[config.mk]
export PLATFORM = sky130hd
export DESIGN_NAME = mcrc_collision_retry
export DESIGN_NICKNAME = d
export VERILOG_FILES = /design/src/rtl/mcrc_attempt_counter.v /design/src/rtl/mcrc_collision_retry.v
export VERILOG_INCLUDE_DIRS = /design/src /design/src/rtl
export SDC_FILE = /design/constraint.sdc
export NUM_CORES = 1
export LEC_CHECK = 0
export ABC_AREA = 1
export BUFFER_PORTS_ARGS = -buffer_cell sky130_fd_sc_hd__buf_2
export CORE_ASPECT_RATIO = 1.4
export CORE_MARGIN = 1
export CORE_UTILIZATION = 46
export DETAILED_ROUTE_END_ITERATION = 8
export GPL_TIMING_DRIVEN = 0
export HOLD_SLACK_MARGIN = 0.12
export PLACE_DENSITY_LB_ADDON = 0.1
export SLEW_MARGIN = 10
export SYNTH_ARGS = -nofsm -noshare
export SYNTH_HDL_FRONTEND = slang
export SYNTH_SLANG_ARGS = --single-unit
[constraint.sdc]
create_clock -name clk_sys -period 1.7 [get_ports clk_sys]
set_input_delay 0.255 -clock clk_sys [delete_from_list [all_inputs] [get_ports clk_sys]]
set_output_delay 0.255 -clock clk_sys [all_outputs]
set_load 0.1 [all_outputs]
[src/rtl/mcrc_defines.vh]
`ifndef MCRC_DEFINES_VH
`define MCRC_DEFINES_VH
// register byte addresses (chosen map: base, clear, set, invert aliases)
`define MCRC_ADDR_BASE          12'h000
`define MCRC_ADDR_CLEAR_ALIAS   12'h004
`define MCRC_ADDR_SET           12'h008
`define MCRC_ADDR_INVERT_ALIAS  12'h00C
`define MCRC_ADDR_STATUS  12'h010
`define MCRC_ADDR_CTRL    12'h014
// field layout of collision_window_retry_limit
`define MCRC_CWIN_LSB     8
`define MCRC_CWIN_MSB     13
`define MCRC_RETRY_LSB    0
`define MCRC_RETRY_MSB    3
// writable bits mask
`define MCRC_IMPL_MASK    32'h0000_3F0F
// reset value: window 0x37, retry limit 0xF
`define MCRC_RESET_VALUE  32'h0000_370F
`define MCRC_CWIN_RESET   6'h37
`define MCRC_RETRY_RESET  4'hF
// byte-enable patterns accepted (16-bit halves and full word)
`define MCRC_STRB_LO16    4'h3
`define MCRC_STRB_HI16    4'hC
`define MCRC_STRB_ALL     4'hF
// status register bit positions and byte counter ceiling
`define MCRC_STAT_ABORT   0
`define MCRC_STAT_LATE    1
`define MCRC_BYTE_MAX     7'h7F
`endif
[src/rtl/mcrc_attempt_counter.v]
`timescale 1ns/1ps
// counts transmit attempts of one packet and flags abort once over the limit
module mcrc_attempt_counter #(
  parameter CNT_W = 5
) (
  // clock and reset
  input  wire             clk_sys,
  input  wire             arst_n,
  // events
  input  wire             pkt_start,
  input  wire             late_collision_free,
  input  wire             retry_req,
  input  wire [3:0]       retry_limit,
  // results
  output reg  [CNT_W-1:0] attempts,
  output reg              abort_pulse
);

  wire over_limit;
  assign over_limit = (attempts >= {1'b0, retry_limit});

  always @(posedge clk_sys or negedge arst_n) begin
    if (!arst_n) begin
      attempts    <= {CNT_W{1'b0}};
      abort_pulse <= 1'b0;
    end else begin
      abort_pulse <= 1'b0;
      if (pkt_start) begin
        attempts <= {CNT_W{1'b0}};
      end else if (retry_req && late_collision_free) begin
        if (over_limit) begin
          abort_pulse <= 1'b1;
          attempts    <= {CNT_W{1'b0}};
        end else begin
          attempts <= attempts + {{(CNT_W-1){1'b0}}, 1'b1};
        end
      end
    end
  end

endmodule // mcrc_attempt_counter

[src/rtl/mcrc_collision_retry.v]
// Functional notes
// - writable 6-bit collision window in bits 13:8
// - window counts from first byte, preamble included
// - window resets to 0x37 frame bytes
// - writable 4-bit retry limit in bits 3:0
// - abort packet once attempts exceed retry limit
// - retry limit resets to 0xF
// - bits 31:14 and 7:4 read zero
// - accept 16-bit and 32-bit accesses
// - set, clear, invert aliases act on masked bits
// - ignore byte-wide accesses, contents unchanged
`timescale 1ns/1ps
`include "mcrc_defines.vh"
module mcrc_collision_retry #(
  parameter CNT_W = 5
) (
  // clock and reset
  input  wire        clk_sys,
  input  wire        arst_n,
  // apb slave
  input  wire        psel,
  input  wire        penable,
  input  wire        pwrite,
  input  wire [11:0] paddr,
  input  wire [31:0] pwdata,
  input  wire [3:0]  pstrb,
  output wire        pready,
  output reg  [31:0] prdata,
  output wire        pslverr,
  // transmitter side
  input  wire        tx_start,
  input  wire        tx_byte,
  input  wire        tx_end,
  input  wire        tx_collision,
  output wire        tx_in_window,
  output wire        tx_late_collision,
  output wire        tx_retry,
  output reg         tx_abort,
  output wire [5:0]  collision_window_length,
  output wire [3:0]  retry_limit
);

  reg  [31:0]      collision_window_retry_limit;
  reg  [31:0]      next_reg;
  reg  [6:0]       byte_cnt;
  reg              in_frame;
  reg              late_seen;
  reg              abort_sticky;
  reg              late_sticky;
  reg              status_clear;
  wire [CNT_W-1:0] attempts;
  wire             abort_pulse;
  wire             wr_en;
  wire             strb_ok;
  wire [31:0]      lane_mask;
  wire [31:0]      wmask;
  wire             hit_reg;
  wire             at_limit;

  assign pready  = 1'b1;
  assign pslverr = 1'b0;
  assign wr_en   = psel && penable && pwrite;

  // only halfword or word strobes count; bytes are dropped silently
  assign strb_ok = (pstrb == `MCRC_STRB_LO16) || (pstrb == `MCRC_STRB_HI16) ||
                   (pstrb == `MCRC_STRB_ALL);
  genvar lane;
  generate
    for (lane = 0; lane < 4; lane = lane + 1) begin : g_lane
      assign lane_mask[lane*8 +: 8] = {8{pstrb[lane]}};
    end
  endgenerate
  assign wmask     = lane_mask & `MCRC_IMPL_MASK;
  assign hit_reg   = (paddr == `MCRC_ADDR_BASE) || (paddr == `MCRC_ADDR_CLEAR_ALIAS) ||
                     (paddr == `MCRC_ADDR_SET) || (paddr == `MCRC_ADDR_INVERT_ALIAS);

  always @* begin
    next_reg = collision_window_retry_limit;
    if (wr_en && strb_ok) begin
      case (paddr)
        `MCRC_ADDR_BASE:
          next_reg = (collision_window_retry_limit & ~wmask) | (pwdata & wmask);
        `MCRC_ADDR_SET:
          next_reg = collision_window_retry_limit | (pwdata & wmask);
        `MCRC_ADDR_CLEAR_ALIAS:
          next_reg = collision_window_retry_limit & ~(pwdata & wmask);
        `MCRC_ADDR_INVERT_ALIAS:
          next_reg = collision_window_retry_limit ^ (pwdata & wmask);
        default:
          next_reg = collision_window_retry_limit;
      endcase
    end
  end

  always @(posedge clk_sys or negedge arst_n) begin
    if (!arst_n) begin
      collision_window_retry_limit <= `MCRC_RESET_VALUE;
    end else begin
      collision_window_retry_limit <= next_reg & `MCRC_IMPL_MASK;
    end
  end

  assign collision_window_length =
    collision_window_retry_limit[`MCRC_CWIN_MSB:`MCRC_CWIN_LSB];
  assign retry_limit = collision_window_retry_limit[`MCRC_RETRY_MSB:`MCRC_RETRY_LSB];

  // status write of bit0 / bit1 clears stickies; set wins over clear
  always @* begin
    status_clear = wr_en && strb_ok && (paddr == `MCRC_ADDR_STATUS);
  end

  always @(posedge clk_sys or negedge arst_n) begin
    if (!arst_n) begin
      prdata <= 32'h0000_0000;
    end else if (psel && !penable && !pwrite) begin
      if (hit_reg) begin
        prdata <= collision_window_retry_limit;
      end else if (paddr == `MCRC_ADDR_STATUS) begin
        prdata <= {{(32-CNT_W-2){1'b0}}, attempts, late_sticky, abort_sticky};
      end else begin
        prdata <= 32'h0000_0000;
      end
    end
  end

  // byte counter starts at the first preamble byte
  always @(posedge clk_sys or negedge arst_n) begin
    if (!arst_n) begin
      byte_cnt <= 7'h00;
      in_frame <= 1'b0;
    end else if (tx_start) begin
      byte_cnt <= 7'h00;
      in_frame <= 1'b1;
    end else if (tx_end || tx_collision) begin
      in_frame <= 1'b0;
    end else if (in_frame && tx_byte && (byte_cnt != `MCRC_BYTE_MAX)) begin
      byte_cnt <= byte_cnt + 7'h01;
    end
  end

  // collision is normal while fewer bytes than the window have gone out
  assign tx_in_window      = in_frame && (byte_cnt < {1'b0, collision_window_length});
  assign tx_late_collision = in_frame && tx_collision && !tx_in_window;
  // the collision that uses up the budget aborts instead of retrying
  assign at_limit          = (attempts >= {1'b0, retry_limit});
  assign tx_retry          = in_frame && tx_collision && tx_in_window && !at_limit;

  mcrc_attempt_counter #(
    .CNT_W (CNT_W)
  ) u_attempts (
    .clk_sys             (clk_sys),
    .arst_n              (arst_n),
    .pkt_start           (tx_start && !in_frame && !late_seen),
    .late_collision_free (tx_in_window),
    .retry_req           (in_frame && tx_collision),
    .retry_limit         (retry_limit),
    .attempts            (attempts),
    .abort_pulse         (abort_pulse)
  );

  // a fresh packet is one that follows an abort, a late collision or an end without collision
  always @(posedge clk_sys or negedge arst_n) begin
    if (!arst_n) begin
      late_seen    <= 1'b0;
      tx_abort     <= 1'b0;
      abort_sticky <= 1'b0;
      late_sticky  <= 1'b0;
    end else begin
      // retry pending must survive the gap until the next attempt starts
      if (abort_pulse || tx_late_collision || (in_frame && tx_end)) begin
        late_seen <= 1'b0;
      end else if (tx_retry) begin
        late_seen <= 1'b1;
      end
      tx_abort  <= abort_pulse;
      if (abort_pulse) begin
        abort_sticky <= 1'b1;
      end else if (status_clear && pwdata[`MCRC_STAT_ABORT]) begin
        abort_sticky <= 1'b0;
      end
      if (tx_late_collision) begin
        late_sticky <= 1'b1;
      end else if (status_clear && pwdata[`MCRC_STAT_LATE]) begin
        late_sticky <= 1'b0;
      end
    end
  end

endmodule // mcrc_collision_retry

==> metrics.cfg <==
[detailed_routing]
drt-total-wl_um = 8190
drtAntennaViolNets = 0
drt-initial-drc-count = 272
viasPerCell = 5.15
num_vias = 3135
wl_per_cell_um = 13.5
first_pass_iters = 7
drcViolationCount = 13

[layout]
fillers = 581
diodes = 0
nNetsFinal = 614
drive_gt1_share_pct = 32.8
area_growth_pct = 32.4
multiInputGateArea_mm2 = 0.00188
fin_util_pct = 64.2
seq_area_mm2 = 0.00107
fin_cells = 609
final_area_mm2 = 0.00407

[sta]
fin_crit_ns = 2.28
setup_slack_ns = -0.575
relSlewSlack_pct = 37.6
fin_skew_ns = 0.00625
min_period_over_period_pct = 134
worst_slew_pin_slew_ns = 0.936
max_freq_mhz = 439
finalMaxSlewViolations = 0
finalHoldWorstSlack_ns = 0.0805
rsz0062_at_grt = true
final_hold_viol_count = 0
setup_viol = 10

[logic_synthesis]
yosys.area.top_type_share_pct = 26.1
ys.flop_type = dfrtp_1
synth_edf_count = 0
synth-async-reset-ratio_pct = 100
synth_common_cells = nand2_1 (108), nand3_1 (53), nor2_1 (50), inv_1 (48), dfrtp_1 (32)
seq_area_frac_synth_pct = 33.8
yosysTopAreaCell = dfrtp_1
yosysMostFrequentCell = nand2_1
yosys_warnings = 0
ys_ff_latch = 41
ys_types = 31
ys_top_cells_by_area = dfrtp_1 (26%), nand2_1 (13%), nand3_1 (8.6%), ha_1 (8.6%), dfstp_2 (7.7%)
syn_inst = 437
syn_area_mm2 = 0.00307
syn_area_per_cell_um2 = 7.03

[place]
dp_hpwl_um = 5960
place_area_mm2 = 0.00367
portBuffers = 60
gp_congestion = 0.818
dp_cells = 588

[clock_network]
clkSinkCount = 41
clockBufferDepth = 2
cts_buffers = 5
cts_root_buffer = clkbuf_8
cts_tree = done
clk_pin_slew_ns = 0.09
htree_levels = 2
clk_latency_ns = 0.30

[worst_setup_path]
crit_arrival_ns = 2.46
cp_max_fo = 6
crit_required_ns = 1.89
critPathLaunchType = flop
endpoint_kind = flop
worst-setup-path-type = reg -> reg

[floorplanning]
start_util_pct = 48.5
core_mm2 = 0.00634
die_w_um = 71.1
pin_count = 105
die_h_um = 98.7
dieArea_mm2 = 0.00701
num_rows = 34

[pwr]
fin_total_pwr_mw = 2.17
p_leak_nw = 2.14
vdd_drop_max_uv = 514
powerDensity_mw_per_mm2 = 533

[global_routing]
antenna_found_initial = 0
grt_use_total_pct = 24.0
grt_pass1_vias = 2788
grt_max_degree = 42
globalRouteOverflowTotal = 0
grt_pass1_wl_um = 13200

[worst_hold_path]
hold_path.class = in -> async

[job]
maxCapViolations = 0

[run_status]
outcome = finished, violations left
violations = design-rule violations, negative setup slack

[report_power, final]
part           total, mW  leakage (nW)  switching [mW]  internal [mW]
logic              0.483          1.56           0.367          0.117
clock network      0.701        0.0512           0.372          0.330
registers          0.984         0.533         0.00453          0.979
total               2.17          2.14           0.743           1.43
[per-layer routing]
metal / GRT usage [%] / vias up / routed length, µm
li1: - / 1569 / -
met1: 30.6 / 1439 / 3440
met2: 41.2 / 114 / 4150
met3: 3.48 / 13 / 420
met4: 8.46 / 0 / 181
met5: 0 / - / 0
[cells by family (layout without fill, tap and decap cells)]
family | count (synthesis) | after routing | share of synthesized area [%]
xor+xnor | 2 | 2 | 0.570
flops | 41 | 41 | 33.8
other cells | 2 | 21 | 0.244
fa+ha+maj | 21 | 21 | 8.55
simple gates | 235 | 235 | 33.6
buf+inv | 81 | 162 | 13.7
compound gates | 55 | 55 | 9.49
[cell usage in the layout, fill, tap and decap left out, drive strengths merged]
master,synthesis,layout
nand2,111,111
buf,31,104
nor2,59,59
nand3,54,54
inv,49,47
dfrtp,32,32
a21oi,29,29
conb,2,21
o21ai,21,21
ha,21,21
dfstp,9,9
clkbuf,1,7
nand4,4,4
nor3,4,4
o31ai,3,3
clkinvlp,0,2
xor2,2,2
clkinv,0,2
nor2b,1,1
o211ai,1,1
and3,1,1
nand3b,1,1
a211oi,1,1
[path summary, 6_finish.rpt]
kind                                                                  start                                           end  slack, ns  cells past startpoint
worst min register to register             u_attempts.abort_pulse$_DFF_PN0_                            tx_abort$_DFF_PN0_       0.41                      0
worst max-delay path            collision_window_retry_limit[3]$_DFFE_PN1P_            u_attempts.attempts[0]$_DFFE_PN0P_      -0.58                     14
max in group asynchronous                                            arst_n  collision_window_retry_limit[11]$_DFFE_PN0P_       0.99                      1
min in group clk_sys                                                 tx_end                          in_frame$_DFFE_PN0P_       0.15                      2
worst max register to register  collision_window_retry_limit[3]$_DFFE_PN1P_            u_attempts.attempts[0]$_DFFE_PN0P_      -0.58                     14
worst min-delay path                                                 arst_n                       byte_cnt[0]$_DFFE_PN0P_       0.08                      1
[sequential cells by signal, indices dropped and copies added, names as in the netlist]
signal                        cells
byte_cnt                          7
collision_window_retry_limit     10
in_frame                          1
u_attempts.abort_pulse            1
late_seen                         1
tx_abort                          1
late_sticky                       1
u_attempts.attempts               5
prdata                           13
abort_sticky                      1
[per-stage QoR]
step	setup WS [ns]	TNS, ns
after floorplan	-0.574	-4.92
after global placement	-0.555	-1.89
after detailed placement	-0.558	-1.87
after CTS	-0.511	-2.19
after global routing	-0.629	-5.41
final	-0.575	-4.78
[what timing repair did]
item,CTS,global route
setup buffers,9,5
hold buffers,0,0
pin swaps,3,11
gates resized for setup,21,39
endpoints found under the setup margin,9,14
[final cells by class]
type | count | area share (%)
Clock buffer | 6 | 2.03
Multi-Input combinational cell | 334 | 46.3
Tap cell | 72 | 2.22
Inverter | 49 | 5.26
Clock inverter | 2 | 0.338
Buffer | 32 | 5.85
Sequential cell | 41 | 26.3
Timing Repair Buffer | 73 | 11.7
[critical path, cell delays in order (launching register included)]
cell     delay (ns)
dfstp_4        0.65
inv_6          0.05
ha_4           0.28
inv_4          0.03
nor2_4         0.11
nand4_1        0.09
nand4_1        0.18
nor2_4         0.06
buf_4          0.14
buf_6          0.10
buf_6          0.10
buf_6          0.10
buf_8          0.13
nor2_4         0.08
nor2_2         0.04
(Power assumes the default switching activity.)
